`config.mk`:
```
export PLATFORM = sky130hd
export DESIGN_NAME = fault_status_regs
export DESIGN_NICKNAME = d
export VERILOG_FILES = /design/src/logic/fault_pkg.sv /design/src/logic/srq_edge.sv /design/src/logic/fault_status_regs.sv
export VERILOG_INCLUDE_DIRS = /design/src /design/src/logic
export SDC_FILE = /design/constraint.sdc
export NUM_CORES = 1
export LEC_CHECK = 0
export BUFFER_PORTS_ARGS = -buffer_cell sky130_fd_sc_hd__buf_2
export CAP_MARGIN = 20
export CORE_ASPECT_RATIO = 0.75
export CORE_UTILIZATION = 51
export CTS_BUF_LIST = sky130_fd_sc_hd__clkbuf_2
export CTS_CLUSTER_SIZE = 25
export DETAILED_ROUTE_END_ITERATION = 16
export PLACE_DENSITY = 0.82
export SLEW_MARGIN = 20
export SYNTH_ARGS = -nofsm -noshare
export SYNTH_HDL_FRONTEND = slang
export SYNTH_SLANG_ARGS = --single-unit
```
`constraint.sdc`:
```
create_clock -name aclk -period 3.1 [get_ports aclk]
set_input_delay 0.62 -clock aclk [delete_from_list [all_inputs] [get_ports aclk]]
set_output_delay 0.62 -clock aclk [all_outputs]
set_load 0.02 [all_outputs]
```
`src/logic/fault_status_cfg.svh`:
```
`ifndef FAULT_STATUS_CFG_SVH
`define FAULT_STATUS_CFG_SVH

// Register byte offsets; the map is our own and leaves room for growth.
`define FS_OFF_STATUS     12'h000
`define FS_OFF_ENABLE     12'h004
`define FS_OFF_CONTROL    12'h008
`define FS_OFF_POLL       12'h00C
`define FS_ADDR_W         12

// Fault status bit positions.
`define FS_BIT_PRINT      0
`define FS_BIT_NOCLK      1
`define FS_BIT_ALEV_A     2
`define FS_BIT_ALEV_B     3
`define FS_BIT_TEST       4
`define FS_BIT_CAL        5
`define FS_BIT_WARM       6
`define FS_BIT_OVERFLOW   7

// Serial poll byte: error summary bit; control register: clear-status bit.
`define POLL_BIT_ERR      2
`define CTRL_BIT_CLS      0

// Service request enables sit in the second byte lane of the poll register.
`define POLL_SRQEN_LSB    8
`define POLL_SRQEN_LANE   1

// Reset values.
`define FS_RST_STATUS     8'h00
`define FS_RST_ENABLE     8'h00
`define FS_RST_SRQEN      8'h00

// AXI responses.
`define AXI_OKAY          2'h0
`define AXI_SLVERR        2'h2

`endif

```
`src/logic/fault_pkg.sv`:
```
package fault_pkg;

    typedef struct packed {
        logic print_fail;
        logic ref_missing;
        logic alev_a_lost;
        logic alev_b_lost;
        logic selftest_fail;
        logic autocal_fail;
        logic warmup_done;
        logic counter_overflow_or_zero_divide;
    } fault_events_t;

    typedef enum logic [1:0] {
        RD_IDLE,
        RD_RESP
    } rd_state_t;

    typedef struct packed {
        logic [7:0] bits;
        logic [7:0] prev;
    } edge_state_t;

endpackage : fault_pkg

```
`src/logic/srq_edge.sv`:
```
`timescale 1ns/1ps
`default_nettype none
`include "fault_status_cfg.svh"

// Raises one pulse per clear-to-set transition of an enabled poll bit.
module srq_edge
    import fault_pkg::*;
(
    // Clock and reset.
    input  wire logic       aclk,
    input  wire logic       aresetn,
    // Poll byte and enables.
    input  wire logic [7:0] poll_bits,
    input  wire logic [7:0] srq_enable,
    // Request pulse.
    output logic            srq_pulse
);

    edge_state_t st_r;
    edge_state_t st_nxt;
    logic        pulse_r;
    logic        pulse_nxt;

    always_comb begin
        st_nxt      = st_r;
        st_nxt.bits = poll_bits & srq_enable;
        st_nxt.prev = st_r.bits;
        pulse_nxt   = |(st_r.bits & ~st_r.prev); // see RULE10
    end

    always_ff @(posedge aclk) begin
        if (!aresetn) begin
            st_r    <= '0;
            pulse_r <= 1'b0;
        end else begin
            st_r    <= st_nxt;
            pulse_r <= pulse_nxt;
        end
    end

    assign srq_pulse = pulse_r;
endmodule : srq_edge

`default_nettype wire

```
`src/logic/fault_status_regs.sv`:
```
`timescale 1ns/1ps
`default_nettype none
`include "fault_status_cfg.svh"

// Behaviour
// RULE1 - Print or plot failure sets status bit 0.
// RULE2 - Missing 10 MHz reference sets status bit 1.
// RULE3 - Channel A autolevel trigger loss sets bit 2; channel B sets bit 3.
// RULE4 - Self-test failure sets status bit 4.
// RULE5 - Autocalibration failure sets status bit 5.
// RULE6 - Warm-up completion after power-on sets status bit 6.
// RULE7 - Counter overflow or ratio divide by zero sets status bit 7.
// RULE8 - Bits stay latched until the register is read or clear-status arrives.
// RULE9 - Poll bit 2 is high while any enabled status bit is set.
// RULE10 - Service request only on clear-to-set of an enabled poll bit.
// RULE11 - Read-clear is atomic; same-cycle events survive to next read.
module fault_status_regs
    import fault_pkg::*;
(
    // Clock and reset.
    input  wire logic          aclk,
    input  wire logic          aresetn,
    // Fault events, one-cycle pulses or levels on this clock.
    input  wire fault_events_t events,
    input  wire logic          clear_status,
    // AXI4-Lite write address.
    input  wire logic [11:0]   s_axi_awaddr,
    input  wire logic          s_axi_awvalid,
    output logic               s_axi_awready,
    // AXI4-Lite write data.
    input  wire logic [31:0]   s_axi_wdata,
    input  wire logic [3:0]    s_axi_wstrb,
    input  wire logic          s_axi_wvalid,
    output logic               s_axi_wready,
    // AXI4-Lite write response.
    output logic [1:0]         s_axi_bresp,
    output logic               s_axi_bvalid,
    input  wire logic          s_axi_bready,
    // AXI4-Lite read address.
    input  wire logic [11:0]   s_axi_araddr,
    input  wire logic          s_axi_arvalid,
    output logic               s_axi_arready,
    // AXI4-Lite read data.
    output logic [31:0]        s_axi_rdata,
    output logic [1:0]         s_axi_rresp,
    output logic               s_axi_rvalid,
    input  wire logic          s_axi_rready,
    // Status outputs.
    output logic [7:0]         poll_byte,
    output logic               error_summary,
    output logic               service_request
);

    typedef struct packed {
        logic [7:0]  status;
        logic [7:0]  enable;
        logic [7:0]  srq_en;
        logic        aw_got;
        logic [11:0] aw_addr;
        logic        w_got;
        logic [31:0] w_data;
        logic [3:0]  w_strb;
        logic        bvalid;
        logic [1:0]  bresp;
        logic        arready;
        logic        rvalid;
        logic [31:0] rdata;
        logic [1:0]  rresp;
        logic        summary;
        logic [7:0]  poll;
    } regs_t;

    regs_t  s_r;
    regs_t  s_nxt;
    logic   srq_pulse;
    logic   srq_r;

    function automatic logic [7:0] byte_write(input logic [7:0] old, input logic [31:0] d,
                                              input logic [3:0] strb);
        byte_write = strb[0] ? d[7:0] : old;
    endfunction : byte_write

    function automatic logic [7:0] events_vec(input fault_events_t e);
        logic [7:0] v;
        v = 8'h00;
        v[`FS_BIT_PRINT]  = e.print_fail;     // see RULE1
        v[`FS_BIT_NOCLK]  = e.ref_missing;    // see RULE2
        v[`FS_BIT_ALEV_A] = e.alev_a_lost;    // see RULE3
        v[`FS_BIT_ALEV_B] = e.alev_b_lost;    // see RULE3
        v[`FS_BIT_TEST]   = e.selftest_fail;  // see RULE4
        v[`FS_BIT_CAL]    = e.autocal_fail;   // see RULE5
        v[`FS_BIT_WARM]   = e.warmup_done;    // see RULE6
        v[`FS_BIT_OVERFLOW] = e.counter_overflow_or_zero_divide; // see RULE7
        events_vec = v;
    endfunction : events_vec

    logic [7:0] ev;
    logic       rd_take;
    logic       rd_status;
    logic       wr_do;
    logic       wr_ok;
    logic [7:0] clr_mask;
    logic [7:0] srq_src;

    always_comb begin
        s_nxt     = s_r;
        ev        = events_vec(events);
        rd_take   = s_axi_arvalid && s_r.arready;
        rd_status = rd_take && (s_axi_araddr == `FS_OFF_STATUS);
        wr_do     = s_r.aw_got && s_r.w_got && !s_r.bvalid;
        wr_ok     = 1'b0;
        clr_mask  = 8'h00;

        // Write channels are taken independently, in either order.
        if (s_axi_awvalid && !s_r.aw_got) begin
            s_nxt.aw_got  = 1'b1;
            s_nxt.aw_addr = s_axi_awaddr;
        end
        if (s_axi_wvalid && !s_r.w_got) begin
            s_nxt.w_got  = 1'b1;
            s_nxt.w_data = s_axi_wdata;
            s_nxt.w_strb = s_axi_wstrb;
        end
        if (wr_do) begin
            s_nxt.aw_got = 1'b0;
            s_nxt.w_got  = 1'b0;
            s_nxt.bvalid = 1'b1;
            case (s_r.aw_addr)
                `FS_OFF_STATUS: wr_ok = 1'b1;
                `FS_OFF_ENABLE: begin
                    wr_ok        = 1'b1;
                    s_nxt.enable = byte_write(s_r.enable, s_r.w_data, s_r.w_strb);
                end
                `FS_OFF_CONTROL: begin
                    wr_ok = 1'b1;
                    if (s_r.w_strb[0] && s_r.w_data[`CTRL_BIT_CLS]) begin
                        clr_mask = 8'hFF; // see RULE8
                    end
                end
                `FS_OFF_POLL: begin
                    wr_ok        = 1'b1;
                    s_nxt.srq_en = byte_write(s_r.srq_en, s_r.w_data >> `POLL_SRQEN_LSB,
                                              s_r.w_strb >> `POLL_SRQEN_LANE);
                end
                default: wr_ok = 1'b0;
            endcase
            s_nxt.bresp = wr_ok ? `AXI_OKAY : `AXI_SLVERR;
        end
        if (s_r.bvalid && s_axi_bready) begin
            s_nxt.bvalid = 1'b0;
        end

        // One read at a time: arready drops until the data is taken.
        if (rd_take) begin
            s_nxt.arready = 1'b0;
            s_nxt.rvalid  = 1'b1;
            s_nxt.rresp   = `AXI_OKAY;
            s_nxt.rdata   = 32'h0000_0000;
            case (s_axi_araddr)
                `FS_OFF_STATUS:  s_nxt.rdata[7:0] = s_r.status;
                `FS_OFF_ENABLE:  s_nxt.rdata[7:0] = s_r.enable;
                `FS_OFF_CONTROL: s_nxt.rdata      = 32'h0000_0000;
                `FS_OFF_POLL:    s_nxt.rdata      = {16'h0000, s_r.srq_en, s_r.poll};
                default:         s_nxt.rresp      = `AXI_SLVERR;
            endcase
        end
        if (s_r.rvalid && s_axi_rready) begin
            s_nxt.rvalid  = 1'b0;
            s_nxt.arready = 1'b1;
        end

        // Snapshot is taken above from the old value; the clear covers only
        // what was returned, while new events set in the same cycle win.
        if (rd_status || clear_status) begin
            clr_mask = 8'hFF; // see RULE8
        end
        s_nxt.status = (s_r.status & ~clr_mask) | ev; // see RULE11

        s_nxt.summary = |(s_nxt.status & s_nxt.enable); // see RULE9
        s_nxt.poll    = 8'h00;
        s_nxt.poll[`POLL_BIT_ERR] = s_nxt.summary; // see RULE9
    end

    always_ff @(posedge aclk) begin
        if (!aresetn) begin
            s_r         <= '0;
            s_r.status  <= `FS_RST_STATUS;
            s_r.enable  <= `FS_RST_ENABLE;
            s_r.srq_en  <= `FS_RST_SRQEN;
            s_r.arready <= 1'b1;
            srq_r       <= 1'b0;
        end else begin
            s_r   <= s_nxt;
            srq_r <= srq_pulse;
        end
    end

    // The extra stage in srq_r keeps the pin straight off a flop of this module;
    // it costs one cycle of request latency, which the host never notices.
    srq_edge srq_edge_i (
        .aclk       (aclk),
        .aresetn    (aresetn),
        .poll_bits  (s_r.poll),
        .srq_enable (s_r.srq_en),
        .srq_pulse  (srq_pulse)
    );

    assign s_axi_awready   = !s_r.aw_got;
    assign s_axi_wready    = !s_r.w_got;
    assign s_axi_bvalid    = s_r.bvalid;
    assign s_axi_bresp     = s_r.bresp;
    assign s_axi_arready   = s_r.arready;
    assign s_axi_rvalid    = s_r.rvalid;
    assign s_axi_rdata     = s_r.rdata;
    assign s_axi_rresp     = s_r.rresp;
    assign poll_byte       = s_r.poll;
    assign error_summary   = s_r.summary;
    assign service_request = srq_r;

    assign srq_src = s_r.poll & s_r.srq_en;
endmodule : fault_status_regs

`default_nettype wire

```
; ---- After elaboration in Yosys (flattened, before gate mapping)
; Index checks and enable logic that the tools add are counted.
[word_totals]
output_inout_bits = 51
in_bits = 76
wordCells = 73
register_bits = 139
[classes]
bitwise = 8
mux = 16
eq_ne = 6
reduce_logical = 23
[ops]
columns = cell, count
row1 = $mux 8, 9
row2 = $eq 12x4->1 const B, 4
row3 = $and 8x8->8, 4
row4 = $eq 12x3->1 const B, 2
row5 = $logic_not 12->1, 2
row6 = $pmux 8 s3, 1
row7 = $mux 17, 1
row8 = $not 8->8, 2
row9 = $reduce_or 8->1, 2
row10 = $mux 13, 1
row11 = $logic_and 1x1->1, 9
row12 = $or 8x8->8, 1
row13 = $reduce_or 4->1, 2
row14 = $reduce_or 2->1, 3
row15 = $mux 2, 2
row16 = $logic_not 1->1, 3
row17 = $reduce_and 3->1, 1
row18 = $mux 1, 2
row19 = $logic_or 1x1->1, 1
row20 = $not 1->1, 1

; ---- Longest topological paths before layout
[depth]
word_depth = 10
depth_mapped = 7
ltp_nobuf = 6

; ---- Hierarchy
; A second synthesis with hierarchy kept.
[hier_totals]
cells_unflattened = 423
hier_area_um2 = 3968.8
[by_module_without_submodules]
columns = module, instances, cells_each, seq_area_each_um2, area_per_inst_um2
row1 = fault_status_regs, 1, 376, 1581.5, 3455.8
row2 = srq_edge, 1, 47, 340.3, 513.0

; ---- Worst setup path before layout
; OpenSTA, ideal clock, no wires.
[synth_timing]
path_kind = input to register
start = input port s_axi_araddr[8]
end = register s_r (netlist bit poll_byte[2])
arrival_time_ps = 2332
setup_time_ps = 125
path_buffers = 0
setup_slack_ps = 643
stages = 6
t_required_ps = 2975
path_cell_list = or4_4 -> nand4bb_4 -> o221a_4 -> a21oi_1 -> o22ai_1 -> o41a_1
[synth_between]
elab_chain_cells = 9
[synth_rtl]
columns = item, line
row1 = start: declaration, fault_status_regs.sv:40  ; input wire logic [11:0] s_axi_araddr,
row2 = $logic_not 12->1, n/a
row3 = $logic_and 1x1->1, fault_status_regs.sv:109  ; rd_status = rd_take && (s_axi_araddr == `FS_OFF_STATUS);
row4 = $logic_or 1x1->1, fault_status_regs.sv:174  ; if (rd_status || clear_status) begin
row5 = $mux 8, fault_status_regs.sv:174
row6 = $not 8->8, fault_status_regs.sv:177  ; s_nxt.status = (s_r.status & ~clr_mask) | ev;
row7 = $and 8x8->8, fault_status_regs.sv:177
row8 = $or 8x8->8, fault_status_regs.sv:177
row9 = $and 8x8->8, fault_status_regs.sv:179  ; s_nxt.summary = |(s_nxt.status & s_nxt.enable);
row10 = $reduce_or 8->1, fault_status_regs.sv:179
row11 = end signal: assignment, fault_status_regs.sv:193  ; s_r <= s_nxt;
row12 = end: declaration, fault_status_regs.sv:73  ; regs_t s_r;
; No other way between the ends.
; A chain may end at the register's enable or synchronous reset.

; ---- Worst setup path after layout
[layout_timing]
start = register s_r[85] (netlist bit)
end = register s_r (netlist bit poll_byte[2])
[layout_between]
elab_chain_cells = 9
word_cells_on_any_way = 12
classes_between = eq/ne: 2 / mux: 5 / bitwise: 4 / reduce/logical: 1
[layout_rtl]
columns = item, line
row1 = $eq 12x4->1, fault_status_regs.sv:128  ; case (s_r.aw_addr)
row2 = $mux 8, fault_status_regs.sv:128
row3 = $mux 8, fault_status_regs.sv:124  ; if (wr_do) begin
row4 = $mux 8, fault_status_regs.sv:174
row5 = $not 8->8, fault_status_regs.sv:177
row6 = $and 8x8->8, fault_status_regs.sv:177
row7 = $or 8x8->8, fault_status_regs.sv:177
row8 = $and 8x8->8 *, fault_status_regs.sv:179
row9 = $reduce_or 8->1 *, fault_status_regs.sv:179
; Every way passes the cells marked *; elsewhere a longest branch is shown, timed or not.

==> impl_metrics.csv <==
group,metric,value,unit
synthesis,synth_edf_count,0,
clock_tree,cts_resized,0,
power_and_ir_drop,p_leak,0.00180,uW
routing,via_per_inst,4.88,
floorplan,fp.dieH,74.0,um
sta,hold_violations,0,
worst_setup_path,crit_path_end_kind,"register",
placement,post-dp-hpwl,4.77,mm
synthesis,syn_inst,382,
clock_tree,h-tree-depth,3,
worst_setup_path,critPathKind,"reg2reg",
sta,period_needed,2.28,ns
synthesis,synth.ff_latch_count,82,
power_and_ir_drop,p_per_area,493,nW/um2
power_and_ir_drop,p_seq_share,58.1,%
placement,gp_congestion,0.788,
finish,areaGrowthSynthToFinish,10.3,%
routing,first_pass_iters,10,
worst_hold_path,hold_path.class,"in2reg",
grt,overflow,0,
synthesis,synthAdderAreaFrac,0,%
synthesis,synth.avg_cell_area,9.23,um2
synthesis,synth_compound_area_share,12.8,%
sta,final-setup-viol-count,0,
worst_setup_path,start_kind,"register",
power_and_ir_drop,comb_power_share,10.4,%
outcome,outcome,"complete, but fails checks",
sta,fin_skew,0.0279,ns
grt,grt_pass1_wl,10.7,mm
floorplan,die_width,98.0,um
power_and_ir_drop,p_sw_share,25.2,%
clock_tree,clock-sinks,82,
power_and_ir_drop,internal_power,1430,uW
sta,timing.final.crit_share,73.4,%
routing,wl_per_cell,12.5,um
floorplan,start_util,54.5,%
synthesis,seq_area_frac_synth,46.5,%
worst_hold_path,whs_endpoint,"s_r[90]",
worst_setup_path,worstPathRequired,3.54,ns
synthesis,synth_simple_gate_area_share,22.1,%
grt,first_global_vias,2350,
run,max_cap_viol_count,0,
finish,num_antenna_cells,0,
sta,report.final.slew_viol_count,0,
sta,worst_slew_pin_slew,0.776,ns
sta,max_slew_margin,48.2,%
routing,vias,2577,
synthesis,synth_cell_types,34,
floorplan,num_rows,25,
floorplan,dieArea,7260,um2
outcome,violations,"design-rule violations",
worst_setup_path,r2r_end,"poll_byte[2]",
power_and_ir_drop,power.share.clock,31.5,%
finish,nNetsFinal,519,
floorplan,ioPinCount,127,
clock_tree,cts_tree,"done",
synthesis,yosysMostFrequentCell,"dfxtp_1",
routing,drcViolationCount,9,
clock_tree,clk_latency,0.53,ns
synthesis,synth_ff_type,"dfxtp_1",
power_and_ir_drop,switching_power,482,uW
synthesis,ys_async_sr_fraction,0,%
grt,antenna_found_initial,0,
worst_setup_path,crit_path_max_fanout,8,
worst_hold_path,hp-start,"s_axi_awaddr[5]",
grt,grt_usage,19.0,%
sta,fmax,439,MHz
clock_tree,clk_pin_slew,0.22,ns
sta,tns,0,ns
grt,grt_max_degree,51,
synthesis,yosysTopAreaCellShare,46.5,%
floorplan,core-area,6470,um2
placement,port_buffers,83,
synthesis,synth_top_family_by_area,"simple AND/OR/NAND/NOR gates",
power_and_ir_drop,irDropWorstVdd,0.300,mV
worst_setup_path,arrival,2.71,ns
synthesis,syn_area,3530,um2
worst_setup_path,reg2reg_depth,7,
synthesis,netlist_top_cells_count,"82 x dfxtp_1, 74 x nand2_1, 44 x buf_4, 36 x nor2b_1, 30 x a21boi_0",
finish,drive_gt1_share,23.7,%
synthesis,synth_xor_area_share,0,%
clock_tree,root_buffer,"clkbuf_2",
worst_setup_path,rrSetupSlack,0.82,ns
worst_setup_path,r2r_start,"s_r[85]",
routing,ant_nets,0,
clock_tree,cts_buffer_depth,2,
routing,wl,6.60,mm
synthesis,yosys_warnings,0,
routing,drt-initial-drc-count,85,
synthesis,synth_top_cell_by_area,"dfxtp_1",
synthesis,synth_area_leaders,"dfxtp_1 47%, buf_4 9.4%, nand2_1 7.9%",
finish,fin_util,60.1,%
synthesis,synth_mux_area_share,7.09,%
clock_tree,cts-buffers-inserted,9,
clock_tree,ctsHoldBuffers,0,
sta,grt_setup_unrepaired,"no",
clock_tree,cts_setup_buffers,0,
worst_hold_path,hold_depth,3,
-- per-layer routing --
layer / share of wire [%] / GRT usage [%] / up-vias
met5: 0 / 0 / -
met4: 0.70 / 4.55 / 0
met3: 6.1 / 7.05 / 6
met2: 44 / 30.8 / 75
met1: 49 / 24.4 / 1171
li1: - / - / 1325
-- cell families after synthesis --
| group | Yosys count |
|---|---|
| AND/OR/NAND/NOR | 148 |
| flip-flops | 82 |
| AO/OA/AOI/OAI | 63 |
| buffers and inverters | 63 |
| multiplexers | 25 |
| other | 1 |
-- power by group through the flow --
stage / clock [uW] / combinational (uW) / sequential, uW
CTS: 616 / 200 / 1110
detailed placement: 0 / 199 / 1140
finish: 604 / 199 / 1110
floorplan: 0 / 155 / 1130
global placement: 0 / 195 / 1130
global route: 670 / 222 / 1120
-- placed cells by master, fill, tap and decap left out, types with 9 or more instances in the layout --
cell / Yosys / routed
o21ai_0: 9 / 9
conb_1: 1 / 25
a21boi_0: 30 / 30
mux2i_1: 25 / 25
nand2_1: 74 / 74
and2_1: 11 / 11
clkbuf_2: 0 / 11
nor2b_1: 36 / 36
dfxtp_1: 82 / 82
buf_2: 0 / 83
-- flip-flops by register name, indices dropped and copies added, names as in the netlist --
name	cells
s_axi_arready	1
s_axi_bresp	1
s_r	56
srq_edge_i.st_r	1
s_axi_rvalid	1
srq_edge_i.srq_pulse	1
s_axi_bvalid	1
s_axi_rdata	16
srq_edge_i.st_nxt	1
poll_byte	1
s_axi_rresp	1
service_request	1
-- per-stage QoR --
step	power (uW)	hold WS, ns	cells	worst slack (ns)	area [um2]
3_5_place_dp	1330	0.393	513	0.368	3770
5_1_grt	2010	0.267	528	0.705	3890
3_3_place_gp	1330	0.372	513	0.403	3770
6_report	1920	0.305	528	0.824	3890
2_1_floorplan	1290	0.367	406	0.643	3620
4_1_cts	1930	0.291	528	0.864	3890
-- critical path, stage by stage (launching register included) --
cell and delay, ns:
dfxtp_1 0.36, nor4_1 0.46, and4_1 0.30, nand4b_1 0.10, buf_4 0.19, mux2i_1 0.23, o22ai_1 0.11, o41a_1 0.41
-- layout make-up --
| cell class | count | area, um2 |
|---|---|---|
| Fill cell | 593 | 2590 |
| Sequential cell | 82 | 1640 |
| Multi-Input combinational cell | 261 | 1570 |
| Timing Repair Buffer | 86 | 438 |
| Tap cell | 81 | 101 |
| Clock inverter | 4 | 67.6 |
| Clock buffer | 11 | 55.1 |
| Inverter | 3 | 11.3 |
-- worst max path at each step --
stage	to	slack, ns	from	depth (start not counted)
after global routing	poll_byte[2]	0.71	s_r[85]	7
after floorplan	poll_byte[2]	0.64	s_axi_araddr[8]	6
after CTS	poll_byte[2]	0.86	s_r[85]	7
final	poll_byte[2]	0.82	s_r[85]	7
after global placement	poll_byte[2]	0.40	s_axi_araddr[8]	7
after detailed placement	poll_byte[2]	0.37	s_axi_araddr[8]	7
Note: power is estimated with default switching activity, not from simulation.
